[src/logic/bih_defs.svh]
// constants for the bidding interrupt arbiter and its host port
// assumes nothing beyond a single 100 MHz clock domain
`ifndef BIH_DEFS_SVH
`define BIH_DEFS_SVH

`define BIH_ADDR_IVR_W      8'h0C
`define BIH_ADDR_ICR_W      8'h0D
`define BIH_ADDR_CIR_W      8'h0E
`define BIH_ADDR_MASK01     8'h0F
`define BIH_ADDR_MASK23     8'h10
`define BIH_ADDR_GBYTE      8'h11
`define BIH_ADDR_GCHAN      8'h12
`define BIH_ADDR_GRX        8'h13
`define BIH_ADDR_GTX        8'h14
`define BIH_ADDR_DACK_OFF   8'h26
`define BIH_ADDR_DACK_ON    8'h27
`define BIH_ADDR_UPD_CIR    8'h2A

`define BIH_TYPE_RX_ERR     3'h7
`define BIH_TYPE_RX_OK      3'h3
`define BIH_TYPE_TX         3'h2
`define BIH_TYPE_BRK        3'h4
`define BIH_TYPE_COS        3'h1
`define BIH_TYPE_CT         3'h5
`define BIH_TYPE_NONE       3'h0

`define BIH_FMT_FULL        2'h0
`define BIH_FMT_CHAN        2'h1
`define BIH_FMT_TYPE        2'h2
`define BIH_FMT_INHIBIT     2'h3

`define BIH_RST_IVR         8'h0F
`define BIH_RST_ICR         8'hFC
`define BIH_RST_MASK        9'h000
`define BIH_DACK_EDGES      2'h2
`define BIH_FIFO_FULL       4'h8

`endif

[src/logic/bih_pkg.sv]
// types shared by the bidding interrupt host port
// assumes bih_defs.svh holds all numeric constants
`default_nettype none
package bih_pkg;
    typedef struct packed {
        logic [3:0] rx_count;
        logic [3:0] tx_count;
        logic       rx_error;
        logic       break_detect;
        logic       change_of_state;
        logic [1:0] rx_level;
        logic [1:0] tx_level;
        logic [2:0] rx_prog;
        logic [1:0] brk_prog;
        logic [1:0] cos_prog;
    } bih_chan_t;

    typedef struct packed {
        logic       timed_out;
        logic [1:0] prog;
    } bih_timer_t;

    typedef enum logic [1:0] {
        BIH_IDLE = 2'b00,
        BIH_WAIT = 2'b01,
        BIH_ACK  = 2'b10
    } bih_state_t;
endpackage
`default_nettype wire

[src/logic/bih_host_port.sv]
// bidding interrupt arbiter with its host bus port
// assumes channel status arrives from the serial channels on ref_clk
`include "bih_defs.svh"
`default_nettype none

module bih_host_port
    import bih_pkg::*;
#(
    parameter int CHANNELS = 4
) (
    input  wire logic             ref_clk,
    input  wire logic             rstn,
    input  wire logic             chip_select_n,
    input  wire logic             read_strobe_n,
    input  wire logic             write_strobe_n,
    input  wire logic             intr_ack_n,
    input  wire logic [7:0]       addr,
    input  wire logic [7:0]       data_in,
    output logic      [7:0]       data_out,
    output logic                  data_oe,
    output logic                  intr_request_n,
    output logic                  intr_request_oe,
    output logic                  data_ack_n,
    output logic                  data_ack_oe,
    input  wire bih_chan_t [3:0]  chan,
    input  wire bih_timer_t [1:0] timer,
    input  wire logic [7:0]       rx_fifo_data,
    output logic      [1:0]       rx_pop_chan,
    output logic                  rx_pop,
    output logic      [1:0]       tx_push_chan,
    output logic                  tx_push,
    output logic      [7:0]       tx_push_data
);
    // ------------------------------------------------------------
    // pin synchronisers
    // ------------------------------------------------------------
    logic [3:0] pin_meta;
    logic [3:0] pin_sync;
    logic [3:0] pin_prev;
    logic [7:0] addr_meta, addr_s, din_meta, din_s;

    always_ff @(posedge ref_clk or negedge rstn) begin
        if (!rstn) begin
            pin_meta  <= 4'hF;
            pin_sync  <= 4'hF;
            pin_prev  <= 4'hF;
            addr_meta <= 8'h00;
            addr_s    <= 8'h00;
            din_meta  <= 8'h00;
            din_s     <= 8'h00;
        end else begin
            pin_meta  <= {intr_ack_n, write_strobe_n, read_strobe_n,
                          chip_select_n};
            pin_sync  <= pin_meta;
            pin_prev  <= pin_sync;
            addr_meta <= addr;
            addr_s    <= addr_meta;
            din_meta  <= data_in;
            din_s     <= din_meta;
        end
    end

    // active-high views of the synchronised strobes
    logic cs, rd, wr, ia, wr_prev, cyc, cyc_prev;
    assign cs       = ~pin_sync[0];
    assign rd       = cs & ~pin_sync[1];
    assign wr       = cs & ~pin_sync[2];
    assign ia       = ~pin_sync[3];
    assign wr_prev  = ~pin_prev[0] & ~pin_prev[2];
    assign cyc      = rd | wr | ia;
    assign cyc_prev = (~pin_prev[0] & (~pin_prev[1] | ~pin_prev[2]))
                      | ~pin_prev[3];

    // ------------------------------------------------------------
    // registers
    // ------------------------------------------------------------
    logic [7:0] vector_base;
    logic [7:0] interrupt_threshold_format;
    logic [7:0] captured_interrupt;
    logic [8:0] source_bid_mask [2];
    logic       dack_enable;

    // ------------------------------------------------------------
    // bid arbitration
    // ------------------------------------------------------------
    function automatic logic [7:0] bid(input logic [2:0] upper,
                                       input logic [2:0] kind,
                                       input logic [1:0] ch);
        bid = {upper, kind, ch};
    endfunction

    function automatic logic level_ok(input logic [1:0] lvl,
                                      input logic [3:0] fill);
        // level n asks for at least 2n bytes, zero only excludes the limit
        level_ok = (lvl == 2'h0) || (fill >= {1'b0, lvl, 1'b0});
    endfunction

    logic [7:0] win_bid;
    logic [7:0] cand;
    logic [3:0] rcnt;
    logic [8:0] m;

    always_comb begin
        win_bid = 8'h00;
        cand    = 8'h00;
        rcnt    = 4'h0;
        m       = 9'h000;
        // the channel number forms the low bid bits, so on equal priority the highest channel wins
        for (int c = 0; c < CHANNELS; c++) begin
            m    = source_bid_mask[c / 2];
            rcnt = (chan[c].rx_count == `BIH_FIFO_FULL) ? 4'h7
                                                        : chan[c].rx_count;
            if (m[(c % 2) * 4] && chan[c].rx_count != 4'h0 &&
                level_ok(chan[c].rx_level, chan[c].rx_count)) begin
                // two bytes per count step keeps bit 7 set for receivers
                cand = bid({1'b1, rcnt[2:1]},
                           chan[c].rx_error ? `BIH_TYPE_RX_ERR
                                            : `BIH_TYPE_RX_OK,
                           2'(c));
                if (cand >= win_bid)
                    win_bid = cand;
            end
            if (m[(c % 2) * 4 + 1] && chan[c].tx_count != `BIH_FIFO_FULL &&
                level_ok(chan[c].tx_level,
                         4'(`BIH_FIFO_FULL - chan[c].tx_count))) begin
                cand = bid(3'(`BIH_FIFO_FULL - chan[c].tx_count - 4'h1),
                           `BIH_TYPE_TX, 2'(c));
                if (cand >= win_bid)
                    win_bid = cand;
            end
            if (m[(c % 2) * 4 + 2] && chan[c].break_detect) begin
                cand = bid({1'b0, chan[c].brk_prog}, `BIH_TYPE_BRK, 2'(c));
                if (cand >= win_bid)
                    win_bid = cand;
            end
            if (m[(c % 2) * 4 + 3] && chan[c].change_of_state) begin
                cand = bid({1'b0, chan[c].cos_prog}, `BIH_TYPE_COS, 2'(c));
                if (cand >= win_bid)
                    win_bid = cand;
            end
        end
        for (int t = 0; t < 2; t++) begin
            if (source_bid_mask[t][8] && timer[t].timed_out) begin
                cand = bid({timer[t].prog, 1'b0}, `BIH_TYPE_CT,
                           2'(t * 2 + 1));
                if (cand >= win_bid)
                    win_bid = cand;
            end
        end
    end

    // channel bits sit below the compare window, so they never qualify
    logic above;
    assign above = win_bid[7:2]
                   > interrupt_threshold_format[7:2];

    always_ff @(posedge ref_clk or negedge rstn) begin
        if (!rstn) begin
            intr_request_n  <= 1'b1;
            intr_request_oe <= 1'b0;
        end else begin
            intr_request_n  <= 1'b0;
            intr_request_oe <= above;
        end
    end

    // ------------------------------------------------------------
    // bus cycle sequencing
    // ------------------------------------------------------------
    bih_state_t state;
    logic [1:0] edge_cnt;
    logic       stored;

    always_ff @(posedge ref_clk or negedge rstn) begin
        if (!rstn) begin
            state    <= BIH_IDLE;
            edge_cnt <= 2'h0;
        end else begin
            case (state)
                BIH_IDLE: begin
                    if (cyc && !cyc_prev) begin
                        state    <= BIH_WAIT;
                        edge_cnt <= 2'h1;
                    end
                end
                BIH_WAIT: begin
                    if (!cyc)
                        state <= BIH_IDLE;
                    else if (edge_cnt == `BIH_DACK_EDGES)
                        state <= BIH_ACK;
                    else
                        edge_cnt <= edge_cnt + 2'h1;
                end
                BIH_ACK: begin
                    if (!cyc)
                        state <= BIH_IDLE;
                end
                default: state <= BIH_IDLE;
            endcase
        end
    end

    // acked writes store one cycle before the ack is driven; otherwise at strobe end
    logic do_write, ia_start;
    assign do_write = dack_enable
        ? ((state == BIH_WAIT && edge_cnt == `BIH_DACK_EDGES && wr) ||
           (wr_prev && !wr && !stored))
        : (wr_prev && !wr);
    assign ia_start = ia & pin_prev[3];

    always_ff @(posedge ref_clk or negedge rstn) begin
        if (!rstn)
            stored <= 1'b0;
        else if (!cyc)
            stored <= 1'b0;
        else if (do_write)
            stored <= 1'b1;
    end

    always_ff @(posedge ref_clk or negedge rstn) begin
        if (!rstn) begin
            data_ack_n  <= 1'b1;
            data_ack_oe <= 1'b0;
        end else begin
            data_ack_n  <= 1'b0;
            data_ack_oe <= dack_enable && state == BIH_ACK
                           && cyc;
        end
    end

    // ------------------------------------------------------------
    // register writes and capture
    // ------------------------------------------------------------
    always_ff @(posedge ref_clk or negedge rstn) begin
        if (!rstn) begin
            vector_base                <= `BIH_RST_IVR;
            interrupt_threshold_format <= `BIH_RST_ICR;
            source_bid_mask[0]         <= `BIH_RST_MASK;
            source_bid_mask[1]         <= `BIH_RST_MASK;
            dack_enable                <= 1'b1;
        end else if (do_write) begin
            case (addr_s)
                `BIH_ADDR_IVR_W:    vector_base <= din_s;
                `BIH_ADDR_ICR_W:
                    interrupt_threshold_format <= din_s;
                `BIH_ADDR_MASK01:   source_bid_mask[0] <= {din_s[0], din_s};
                `BIH_ADDR_MASK23:   source_bid_mask[1] <= {din_s[0], din_s};
                `BIH_ADDR_DACK_OFF: dack_enable <= 1'b0;
                `BIH_ADDR_DACK_ON:  dack_enable <= 1'b1;
                default: ;
            endcase
        end
    end

    // only acknowledge or the update command loads it
    always_ff @(posedge ref_clk or negedge rstn) begin
        if (!rstn)
            captured_interrupt <= 8'h00;
        else if (ia_start ||
                 (do_write && addr_s == `BIH_ADDR_UPD_CIR))
            captured_interrupt <= win_bid;
    end

    // ------------------------------------------------------------
    // read data, vector and global registers
    // ------------------------------------------------------------
    function automatic logic [7:0] vector(input logic [7:0] base,
                                          input logic [1:0] fmt,
                                          input logic [7:0] cap);
        case (fmt)
            `BIH_FMT_FULL: vector = base;
            `BIH_FMT_CHAN: vector = {base[7:2], cap[1:0]};
            `BIH_FMT_TYPE: vector = {base[7:5], cap[4:2], cap[1:0]};
            default:       vector = 8'hFF;
        endcase
    endfunction

    logic [7:0] next_data;
    always_comb begin
        case (addr_s)
            `BIH_ADDR_IVR_W: next_data = vector_base;
            `BIH_ADDR_ICR_W: next_data = interrupt_threshold_format;
            `BIH_ADDR_CIR_W: next_data = captured_interrupt;
            `BIH_ADDR_MASK01: next_data = source_bid_mask[0][7:0];
            `BIH_ADDR_MASK23: next_data = source_bid_mask[1][7:0];
            `BIH_ADDR_GBYTE: next_data = {5'h00, captured_interrupt[7:5]};
            `BIH_ADDR_GCHAN: next_data = {6'h00, captured_interrupt[1:0]};
            `BIH_ADDR_GRX:   next_data = rx_fifo_data;
            default:         next_data = 8'h00;
        endcase
    end

    // vector follows the register just loaded, hence one cycle late
    always_ff @(posedge ref_clk or negedge rstn) begin
        if (!rstn) begin
            data_out <= 8'h00;
            data_oe  <= 1'b0;
        end else if (ia) begin
            data_out <= vector(vector_base, interrupt_threshold_format[1:0],
                               captured_interrupt);
            data_oe  <= 1'b1;
        end else begin
            data_out <= next_data;
            data_oe  <= rd;
        end
    end

    // pops on each release of a read strobe addressed to GRX, so a long strobe costs one byte
    always_ff @(posedge ref_clk or negedge rstn) begin
        if (!rstn) begin
            rx_pop       <= 1'b0;
            rx_pop_chan  <= 2'h0;
            tx_push      <= 1'b0;
            tx_push_chan <= 2'h0;
            tx_push_data <= 8'h00;
        end else begin
            rx_pop       <= !pin_prev[0] & !pin_prev[1] & !rd
                            & addr_s == `BIH_ADDR_GRX;
            rx_pop_chan  <= captured_interrupt[1:0];
            tx_push      <= do_write && addr_s == `BIH_ADDR_GTX;
            tx_push_chan <= captured_interrupt[1:0];
            tx_push_data <= din_s;
        end
    end
endmodule
`default_nettype wire

[config.mk]
export PLATFORM = sky130hd
export DESIGN_NAME = bih_host_port
export DESIGN_NICKNAME = d
export VERILOG_FILES = /design/src/logic/bih_pkg.sv /design/src/logic/bih_host_port.sv
export VERILOG_INCLUDE_DIRS = /design/src /design/src/logic
export SDC_FILE = /design/constraint.sdc
export NUM_CORES = 1
export LEC_CHECK = 0
export BUFFER_PORTS_ARGS = -buffer_cell sky130_fd_sc_hd__buf_2
export CAP_MARGIN = 10
export CORE_MARGIN = 4
export CORE_UTILIZATION = 45
export CTS_CLUSTER_SIZE = 24
export DETAILED_ROUTE_END_ITERATION = 6
export HOLD_SLACK_MARGIN = 0.15
export PLACE_DENSITY = 0.67
export SYNTH_ARGS = -nofsm -noshare
export SYNTH_HDL_FRONTEND = slang
export SYNTH_SLANG_ARGS = --single-unit
[constraint.sdc]
create_clock -name ref_clk -period 40 [get_ports ref_clk]
set_clock_uncertainty 0.05 [all_clocks]
set_input_delay 4 -clock ref_clk [delete_from_list [all_inputs] [get_ports ref_clk]]
set_output_delay 4 -clock ref_clk [all_outputs]
set_load 0.02 [all_outputs]
Yosys cells after proc, flatten, opt, wreduce, memory -nomap -nowiden. Cells that the tools add are included.

Output and inout bits: 27. Bits in registers: 116.

Reduce and logical (&&, ||, !) cells: 74. Bitwise gates (word level): 20. $lt $le $gt $ge: 26. Muxes and demuxes: 59. Eq/ne operators: 31. Add/subtract/negate cells: 9.

Operators with widths (count): 8-bit two-way mux (36); 8-bit >= comparator (9); 7-bit by 8-bit >= comparator with 1-bit output (8); 8-bit one-hot mux with 8 select lines (1); 8-bit by 5-bit == test with 1-bit output (second input constant) (5); 1-bit logical AND (35); 8-bit by 4-bit == test with 1-bit output (second input constant) (4); 4-bit by 3-bit >= comparator with 1-bit output (8); 8-bit by 6-bit == test with 1-bit output (second input constant) (3); 3-bit two-way mux (8); 8-bit one-hot mux with 3 select lines (1); 2-bit logical NOT (10); 4-bit == test (second input constant) (4); 4-bit inequality test (second input constant) (4); 4-bit nonzero test (4); 4-bit subtractor (first input constant) (4); 2-bit two-way mux (6); 3-bit by 1-bit subtractor with 3-bit output (second input constant) (4); 1-bit logical OR (10); 2-bit AND reduction (5); 1-bit bitwise AND (8); 2-bit inequality test (second input constant) (4); 1-bit NOT (8); 2-bit == test (second input constant) (3); 14 further kinds (27).

Depth between registers and ports, before layout. Gate-level depths: netlist of run 1.

Depth after elaboration: 56. Depth in mapped cells: 109. Depth with buffers taken out: 104.

Least setup slack after synthesis of run 1. No wires, ideal clock.

Kind: input to register. Start point: input chan[19] (netlist bit). End point: register intr_request_oe. Arrival: 22729 ps. Path buffers: 3. Library setup time: 126 ps. Setup slack: 17095 ps. Stages: 99. Cells stage by stage: inv_1 ha_1 nand2b_1 a21boi_1 o21a_1 inv_2 clkbuf_1 ha_1 a21o_1 o211ai_1 a31oi_2 or3_1 and2_1 ha_1 or3_1 o2111ai_1 nor3_1 a32oi_1 [... 63 more ...] mux2i_1 a21oi_1 ha_1 nand4_1 nor2_1 o2111ai_1 o21ai_1 nor2_2 o21ai_2 nor4_1 ha_1 nor2b_1 o21a_1 o21a_1 o21ai_0 nand2b_1 a21oi_1 a31oi_1.

Word-level cells in the longest chain between the ends: 56. Elaborated cells on any way between the ends: 60. Classes of those cells: order compare (19); eq/ne (1); mux (36); reduce/logical (4).

Ends and longest elaborated chain: start: declaration (RTL line bih_host_port.sv:25) `input wire bih_chan_t [3:0] chan,`; 4-bit by 3-bit >= comparator with 1-bit output / 4-bit nonzero test (equally long branches) (RTL line bih_host_port.sv:95, bih_host_port.sv:113); 1-bit logical OR / 1-bit logical AND (equally long branches) (RTL line bih_host_port.sv:95, bih_host_port.sv:113); 1-bit logical AND (RTL line bih_host_port.sv:113) `if (m[(c % 2) * 4] && chan[c].rx_count != 4'h0 &&`; 8-bit two-way mux * (RTL line bih_host_port.sv:113); 8-bit >= comparator (RTL line bih_host_port.sv:128) `if (cand >= win_bid)`; 8-bit two-way mux (RTL line bih_host_port.sv:128); 8-bit two-way mux * (RTL line bih_host_port.sv:123) `` if (m[(c % 2) * 4 + 1] && chan[c].tx_count != `BIH_FIFO_FULL && ``; 7-bit by 8-bit >= comparator with 1-bit output (RTL line bih_host_port.sv:133) `if (cand >= win_bid)`; [... 42 more ...]; 8-bit two-way mux (RTL line bih_host_port.sv:146) `if (cand >= win_bid)`; 8-bit two-way mux * (RTL line bih_host_port.sv:143) `if (source_bid_mask[t][8] && timer[t].timed_out) begin`; 8-bit >= comparator (RTL line bih_host_port.sv:146); 8-bit two-way mux (RTL line bih_host_port.sv:146); 8-bit two-way mux * (RTL line bih_host_port.sv:143); via win_bid[3] (RTL line bih_host_port.sv:98) `logic [7:0] win_bid;`; 6-bit > comparator * (RTL line bih_host_port.sv:155) `> interrupt_threshold_format[7:2];`; via above (RTL line bih_host_port.sv:153) `logic above;`; end signal: assignment (RTL line bih_host_port.sv:163) `intr_request_oe <= above;`; end: declaration (RTL line bih_host_port.sv:22) `output logic intr_request_oe,`.

The timed path passes the listed nets; every way through them passes the cells marked *. A chain may end at the register's enable or synchronous reset.

Worst setup path in the final report of run 1. Same ends and word-level chain as after synthesis.

==> results.ini, run 1 <==
[run_status]
outcome=completed

[logic_synthesis]
synth.avg_cell_area_um2=9.12
yosys.area.top_type=dfrtp_1
synth-edff-count=0
seq_area_frac_synth_pct=34.1
synth_cells=928
syn_area_um2=8460
synth-main-ff-cell=dfrtp_1
ys_top_cells_by_area=dfrtp_1 (27%), dfstp_2 (7.5%), ha_1 (7.4%)
synth_seq_cells=114
ys_types=98
synth_top_area_share_pct=26.6
async_reset_ff_share_pct=100
yosysWarnings=0
syn_nets=1102

[clock_tree]
cts_post_setup_buffers_inserted=0
cts_hold_buffers=0
cts_inserted_buffers=17
cts_sinks=114
worstSkewPairLatency_ns=0.40
cts-root-buf=clkbuf_16
cts.clk_slew.worst_paths_ns=0.05
cts_tree=yes
cts-resized-gates=0
htree_levels=4
cts_buffer_depth=2

[sta]
worst_pin_slew_ns=0.960
drv_slew=0
max_clock_freq_ghz=0.0389
period_minus_slack_ns=25.69
totalNegativeSetupSlack_ns=0
relSlewSlack_pct=36.0
whs_ns=0.293
hold_viol=0
rsz0062_at_grt=no
period_share_pct=64.2
setup_viol=0

[floorplan]
initial_core_util_pct=46.5
io_pins=151
coreArea_um2=18200
dieHeight_um=145
fp.dieW_um=145
num_rows=49
dieArea_um2=21100

[detailed_routing]
wire_per_inst_um=16.9
drtIter0Drc=485
wirelength_mm=22.0
drtPass1Iterations=5
route.detailed.drc=0
vias_per_cell=5.92
detail-route-antenna-nets=0
vias=7710

[critical_path]
crit_path_max_fanout=13
slowest_stage=a311oi_1
r2r_cells=95
worst_setup_path_end_kind=register
worstSetupPathType=input port to register
slowest_delay_ns=0.63
cp-start-kind=input port
cp.arrival_ns=25.92
crit_path_frequent_cell=ha_1
worstPathRequired_ns=40.23

[layout]
post-route-util_pct=55.0
final_layout_size_suffix_gt1_share_pct=25.6
nFillCells=1618
syn_to_final_growth_pct=18.5
fin_nets=1234
final_cells=1302
multi_input_area_um2=5160
diodes=0
regArea_um2=2880

[place]
gp_congestion=0.871
hpwl_mm=17.0
io_buffers=138
dp.cells=1269

[power]
power_uw=368
p_per_area_nw_per_um2=36.7
p_leak_nw=4.52
ir_drop_mv=0.0376

[global_routing]
grt_pass1_wl_mm=36.5
antenna_found_initial=1
grt-ovfl-total=0
grt_pass1_vias=7413
grt_max_degree=62
track_usage_pct=20.8

[min_path]
hold_path.class=register to register
hold_path_depth=0

[job]
maxCapViolCount=0

## logic make-up after synthesis
family                     Yosys count  share of synthesized area (%)
and+or+nand+nor                    297                           17.9
xor gates and xnor gates            14                           1.45
muxes                               67                           9.66
other                                1                         0.0443
adders and majority gates           51                           7.51
AOI/OAI and AO/OA                  277                           24.4
DFF                                114                           34.1
buffers and inverters              107                           4.95
## critical path, delay by kind of cell
family	cells	cell delay (ns)
AO/OA/AOI/OAI	43	10.49
AND/OR/NAND/NOR	29	5.33
adder cells (fa/ha/maj)	13	3.54
multiplexers	6	1.90
buffers and inverters	7	0.62
## through the flow
stage	cell area (µm²)	worst slack, ns
after floorplan	8460	17.09
after global placement	9330	14.23
after detailed placement	9330	14.26
after CTS	10000	14.50
after global routing	10000	12.27
final	10000	14.31
## registers in the layout (all words and copies together) (netlist names), 8 cells and up
register,flops
m,8
addr_s,8
captured_interrupt,8
source_bid_mask,8
din_s,8
vector_base,8
interrupt_threshold_format,8
tx_push_data,8
din_meta,8
data_out,8
addr_meta,8
## path summary, 6_finish.rpt
path | startpoint | to | slack (ns)
setup / recovery | chan[19] | intr_request_oe | 14.31
hold / removal | din_meta[2] | din_s[2] | 0.29
setup reg to reg | source_bid_mask[9] | intr_request_oe | 17.90
hold reg to reg | din_meta[2] | din_s[2] | 0.29
max in group asynchronous | rstn | din_s[1] | 35.14
min in group asynchronous | rstn | tx_push_data[5] | 3.61
## layout make-up
class / count / share of cell area (%)
sequential: 114 / 28.8
timing repair buffer: 141 / 7.12
clock inverter: 13 / 2.31
multi-input combinational: 707 / 51.5
inverter: 79 / 2.96
clock buffer: 19 / 4.52
tap: 229 / 2.86
## cell usage after synthesis (7+ instances only)
cell       instances
nand2_1           58
o31ai_1           10
dfstp_2           24
xnor2_1           12
o2111ai_1          9
dfrtp_1           90
nor3_1            23
mux2_2            41
clkbuf_1          21
nand4_1           12
a21oi_1           45
ha_1              50
o221ai_1           7
a21o_1             7
inv_1             77
and3_1            15
or3_1              7
o22ai_1           17
mux2i_1           16
nand2b_1          17
o211ai_1          17
a31oi_1            8
nand3_1           22
o21a_1            14
o21ai_0           34
nor2_1            87
a211oi_1          10
and2_1             9
## where the power goes
| part | switching [mW] | total (mW) | leakage, nW | internal, mW |
|---|---|---|---|---|
| registers | 0.00706 | 0.130 | 1.39 | 0.123 |
| clock network | 0.0515 | 0.171 | 0.329 | 0.120 |
| logic | 0.0386 | 0.0663 | 2.80 | 0.0277 |
| total | 0.0971 | 0.368 | 4.52 | 0.271 |
## per-layer routing
layer  up-vias  GRT usage (%)  wire [µm]
li1       3771              -          -
met1      3634           26.9       9520
met2       269           34.6      10600
met3        34           5.24       1460
met4         2           6.17        412
met5         -              0         13
## layout by cell type (no fill, tap or decap), drive strengths merged, types with 15 or more instances in the layout
master and n:
dfrtp 90, nand2 58, nor3 26, buf 140, o22ai 18, inv 78
clkbuf 20, and3 15, a21oi 45, mux2 44, nand3 22, nor2 88
nand2b 17, mux2i 17, o21a 15, o21ai 43, o211ai 17, ha 50
dfstp 24
No activity file was read; power rests on OpenSTA's default activity.
==> run 2, diff against run 1 <==
--- a/config.mk
+++ b/config.mk
@@ -6,6 +6,7 @@
 export SDC_FILE = /design/constraint.sdc
 export NUM_CORES = 1
 export LEC_CHECK = 0
+export ABC_AREA = 1
 export BUFFER_PORTS_ARGS = -buffer_cell sky130_fd_sc_hd__buf_2
 export CAP_MARGIN = 10
 export CORE_MARGIN = 4
==> constraint.sdc (replaced) <==
create_clock -name ref_clk -period 26.6 [get_ports ref_clk]
set_clock_uncertainty 0.05 [all_clocks]
set_input_delay 2.66 -clock ref_clk [delete_from_list [all_inputs] [get_ports ref_clk]]
set_output_delay 2.66 -clock ref_clk [all_outputs]
set_load 0.02 [all_outputs]
==> run 2 against run 1 <==
- highest routed layer is now met4
- critical path depth increased by 38
- clock power rose by 24%
- via count decreased by 14%
- first-iteration DRC count down 25%
- hold slack better by 0.0018 ns
- largest power group unchanged
- combinational power increased by 39%
- global-route usage decreased by 1.2 points
- critical endpoint unchanged
==> results.ini, run 2 <==
[global_routing]
grt-ovfl-total=0
grt_max_degree=64
grt_pass1_wl_mm=29.1
track_usage_pct=19.6
antenna_found_initial=0
grt_pass1_vias=6286

[detailed_routing]
drtIter0Drc=362
met3_length_um=984
detail-route-antenna-nets=0
drtPass1Iterations=5
wirelength_mm=17.8
route.detailed.drc=0
vias=6630
routed.top_layer=met4
vias_per_cell=4.86
wl_met2_mm=8.49
wire_per_inst_um=13.0
wl_met1_mm=8.09

[sta]
max_clock_freq_ghz=0.0570
relSlewSlack_pct=34.9
hold_viol=0
period_share_pct=66.0
worst_pin_slew_ns=0.968
setup_viol=0
totalNegativeSetupSlack_ns=0
rsz0062_at_grt=no
drv_slew=0
period_minus_slack_ns=17.56
fin_ws_ns=9.04

[place]
hpwl_mm=14.3
pre_cts_slack_ns=8.60
gp_congestion=0.877
io_buffers=138
dp.cells=1332

[critical_path]
crit_path_frequent_cell=nand2_1
worstPathRequired_ns=26.87
cp-start-kind=input port
worstSetupPathType=input port to register
crit_path_max_fanout=11
worst_setup_path_end_kind=register
slowest_delay_ns=0.38
cp.arrival_ns=17.82
slowest_stage=o21ai_0

[logic_synthesis]
ys_top_cells_by_count=nand2_1 (228), inv_1 (165), dfrtp_1 (90)
syn_nets=1157
synth_seq_cells=114
synth.avg_cell_area_um2=7.65
yosysMostFrequentCell=nand2_1
synth_top_area_share_pct=29.9
synth-main-ff-cell=dfrtp_1
ys_types=51
yosys.area.top_type=dfrtp_1
synth-edff-count=0
ys_top_cells_by_area=dfrtp_1 (30%), nand2_1 (11%), dfstp_2 (8.4%)
yosysWarnings=0
async_reset_ff_share_pct=100
syn_area_um2=7520
seq_area_frac_synth_pct=38.3
synth_cells=983

[clock_tree]
cts_buffer_depth=2
cts.clk_slew.worst_paths_ns=0.05
cts-root-buf=clkbuf_16
cts_tree=yes
cts_sinks=114
cts_inserted_buffers=17
cts_post_setup_buffers_inserted=0
cts_hold_buffers=0
htree_levels=4
cts-resized-gates=0
worstSkewPairLatency_ns=0.40

[floorplan]
dieArea_um2=18900
coreArea_um2=16500
io_pins=151
dieHeight_um=137
num_rows=47
initial_core_util_pct=45.7
fp.dieW_um=137

[power]
ir_drop_mv=0.0565
p_leak_nw=4.91
p_per_area_nw_per_um2=55.2

[layout]
syn_to_final_growth_pct=19.8
post-route-util_pct=54.7
final_cells=1364
final_cell_mix=nand2_1 (228), inv_1 (165), buf_2 (137)
final_layout_size_suffix_gt1_share_pct=25.2
nFillCells=1600
final_common_cell=nand2_1
fin_nets=1305
diodes=0

[run_status]
outcome=completed

[job]
maxCapViolCount=0

[min_path]
hold_path.class=register to register

## run 2: cell types whose count changed after synthesis, sizes merged, moves of 17 or more
cell    previous run  this run
nor3              26         3
nand3             22        86
mux2              44         0
o21ai             43        80
nand2             58       280
mux2i             17         0
inv               78       179
nor2              88        64
nand2b            17         0
## run 2: cells by family (layout without fill, tap and decap cells)
group / after synthesis / count (layout) / synth area share (%)
compound gates: 155 / 155 / 12.5
xor+xnor: 11 / 11 / 1.28
fa+ha+maj: 50 / 50 / 8.32
buf+inv: 191 / 352 / 9.78
flops: 114 / 114 / 38.3
other cells: 1 / 1 / 0.0498
simple gates: 461 / 461 / 29.7
## run 2: final timing paths
| check | from | to | slack [ns] | depth (start not counted) |
|---|---|---|---|---|
| worst max-delay path | chan[19] | intr_request_oe | 9.04 | 136 |
| worst min-delay path | addr_meta[3] | addr_s[3] | 0.29 | 0 |
| worst max register to register | source_bid_mask[9] | intr_request_oe | 11.32 | 131 |
| worst min register to register | addr_meta[3] | addr_s[3] | 0.29 | 0 |
| max in group asynchronous | rstn | tx_push_data[2] | 23.06 | 2 |
| min in group asynchronous | rstn | data_out[0] | 2.23 | 1 |
## run 2: critical path: cells and delay by family
kind | cells | cell delay [ns]
AO/OA/AOI/OAI | 20 | 3.12
AND/OR/NAND/NOR | 87 | 7.00
buffers and inverters | 15 | 0.94
adder cells (fa/ha/maj) | 14 | 4.01
## run 2: per-stage QoR
step | cell area [µm²] | power [mW] | hold WS, ns
2_1_floorplan | 7520 | 0.258 | 0.281
5_1_grt | 9010 | 0.528 | 0.303
4_1_cts | 9010 | 0.503 | 0.298
3_3_place_gp | 8440 | 0.286 | 0.282
3_5_place_dp | 8440 | 0.289 | 0.285
6_report | 9010 | 0.498 | 0.295
## run 2: where the power goes
group	internal [mW]	leakage [nW]	switching, mW
clock	0.132	0.273	0.0806
sequential	0.186	1.39	0.00747
combinational	0.0359	3.24	0.0561
total	0.354	4.91	0.144
## run 2: layout make-up
| class | count | area [µm²] | area share (%) |
|---|---|---|---|
| inverter | 181 | 679 | 7.54 |
| multi-input combinational | 678 | 3910 | 43.3 |
| sequential | 114 | 2880 | 32.0 |
| clock buffer | 18 | 439 | 4.87 |
| tap | 220 | 275 | 3.05 |
| timing repair buffer | 139 | 701 | 7.78 |
| clock inverter | 14 | 129 | 1.43 |
## run 2: routing by layer
| metal | up-vias | global-route usage (%) |
|---|---|---|
| li1 | 3467 | - |
| met1 | 2972 | 25.8 |
| met2 | 178 | 33.1 |
| met3 | 13 | 3.58 |
| met4 | 0 | 5.27 |
| met5 | - | 0 |
==> run 3, diff against run 2 <==
--- a/config.mk
+++ b/config.mk
@@ -6,7 +6,7 @@
 export SDC_FILE = /design/constraint.sdc
 export NUM_CORES = 1
 export LEC_CHECK = 0
-export ABC_AREA = 1
+export ABC_AREA = 0
 export BUFFER_PORTS_ARGS = -buffer_cell sky130_fd_sc_hd__buf_2
 export CAP_MARGIN = 10
 export CORE_MARGIN = 4
==> constraint.sdc (replaced) <==
create_clock -name ref_clk -period 17.6 [get_ports ref_clk]
set_clock_uncertainty 0.05 [all_clocks]
set_input_delay 1.76 -clock ref_clk [delete_from_list [all_inputs] [get_ports ref_clk]]
set_output_delay 1.76 -clock ref_clk [all_outputs]
set_load 0.02 [all_outputs]
==> run 3 against run 2 <==
- the flow now finishes with violations (setup timing)
- largest power group unchanged
- global-route usage rose by 4.3 points
- routed wire length rose by 51%
- die area rose by 12%
- critical path type unchanged
- non-clock buffer count rose by 257
- power rose by 73%
==> results.ini, run 3 (synthesis results as in run 1) <==
[critical_path]
slowest_stage=o211ai_1
crit_path_max_fanout=4
crit_buf_inv=13
slowest_delay_ns=0.40
cp.arrival_ns=19.25
worst_setup_path_end_kind=register
crit_path_frequent_cell=ha_4
cp-start-kind=input port
crit_family=compound AO/OA/AOI/OAI gates
worstPathRequired_ns=17.84
worstSetupPathType=input port to register

[clock_tree]
htree_levels=4
worstSkewPairLatency_ns=0.41
cts_inserted_buffers=17
cts_tree=yes
cts.clk_slew.worst_paths_ns=0.06
cts_buffer_depth=2
cts-root-buf=clkbuf_16
cts_sinks=114

[job]
maxCapViolCount=0

[sta]
fin_ws_ns=-1.41
period_share_pct=108
setup_viol=9
period_minus_slack_ns=19.01
rsz0062_at_grt=yes
totalNegativeSetupSlack_ns=-6.49
drv_slew=0
worst_pin_slew_ns=0.926
relSlewSlack_pct=37.6
hold_viol=0
max_clock_freq_ghz=0.0526

[layout]
final_layout_size_suffix_gt1_share_pct=48.5
fin_nets=1489
syn_to_final_growth_pct=50.5
final_cells=1557
final_common_cell=buf_4
final_cell_mix=buf_4 (252), buf_2 (133), dfrtp_1 (90)
diodes=0

[detailed_routing]
vias_per_cell=5.72
drtIter0Drc=624
route.detailed.drc=0
detail-route-antenna-nets=0
wirelength_mm=26.8
wire_per_inst_um=17.2
drtPass1Iterations=5
vias=8899

[global_routing]
track_usage_pct=23.8
grt-ovfl-total=0
grt_max_degree=68
grt_pass1_wl_mm=42.2
grt_pass1_vias=8775
antenna_found_initial=0

[place]
gp_congestion=0.885
pre_cts_slack_ns=-1.93
io_buffers=138
hpwl_mm=19.2
dp.cells=1448

[floorplan]
dieArea_um2=21100
dieHeight_um=145
fp.dieW_um=145
initial_core_util_pct=46.5
num_rows=49
io_pins=151
coreArea_um2=18200

[power]
share_comb_of_total_power_pct=25.9
ir_drop_mv=0.0905
pwr-share-clk_pct=39.6
p_leak_nw=5.82
power.internal_uw=604
p_switching_uw=256
p_per_area_nw_per_um2=67.5
p_sw_share_pct=29.8
seqPwrFrac_pct=34.5

[run_status]
violations=setup timing
outcome=complete, but fails checks

[min_path]
hold_path.class=register to register

[run 3: layout make-up]
class                      instances  area [µm²]
fill                            1344        5480
tap                              229         287
clock inverter                    13         149
timing repair buffer             396        2680
inverter                          79         304
sequential                       114        2880
clock buffer                      19         443
multi-input combinational        707        5990
[run 3: metal layers]
metal | wire length [µm] | GRT usage, % | vias up | part of all wire, %
met2 | 13100 | 41.6 | 282 | 49
met5 | 0 | 0 | - | 0
met4 | 715 | 6.93 | 0 | 2.7
met3 | 1460 | 4.24 | 56 | 5.5
li1 | - | - | 4278 | -
met1 | 11500 | 30.4 | 4283 | 43
[run 3: power groups by stage]
stage	logic [mW]	registers [mW]	clock network (mW)
detailed placement	0.188	0.300	0
floorplan	0.110	0.296	0
finish	0.223	0.297	0.341
global route	0.244	0.299	0.357
global placement	0.183	0.300	0
CTS	0.208	0.297	0.342
[run 3: worst paths after layout]
path                               startpoint             endpoint  slack, ns  cells after the start
min reg2reg                      addr_meta[2]            addr_s[2]       0.30                      0
min in group asynchronous                rstn          data_ack_oe       1.39                      1
max in group asynchronous                rstn  source_bid_mask[10]      15.01                      2
max                                   chan[9]      intr_request_oe      -1.41                     98
min                              addr_meta[2]            addr_s[2]       0.30                      0
max reg2reg                source_bid_mask[9]      intr_request_oe      -0.05                     96
[run 3: repair_timing]
item	in CTS	in global routing
hold buffers	0	0
pin swaps	62	86
gates resized for setup	74	50
setup endpoints to repair	9	9
buffers inserted	48	31
[run 3: per-stage QoR]
| step | power (mW) | utilization [%] | area [µm²] | hold WS (ns) |
|---|---|---|---|---|
| global placement | 0.483 | 60.2 | 11000 | 0.283 |
| global route | 0.900 | 69.9 | 12700 | 0.300 |
| finish | 0.860 | 69.9 | 12700 | 0.297 |
| CTS | 0.846 | 67.5 | 12300 | 0.296 |
| floorplan | 0.406 | - | 8770 | 0.281 |
| detailed placement | 0.488 | 60.2 | 11000 | 0.285 |
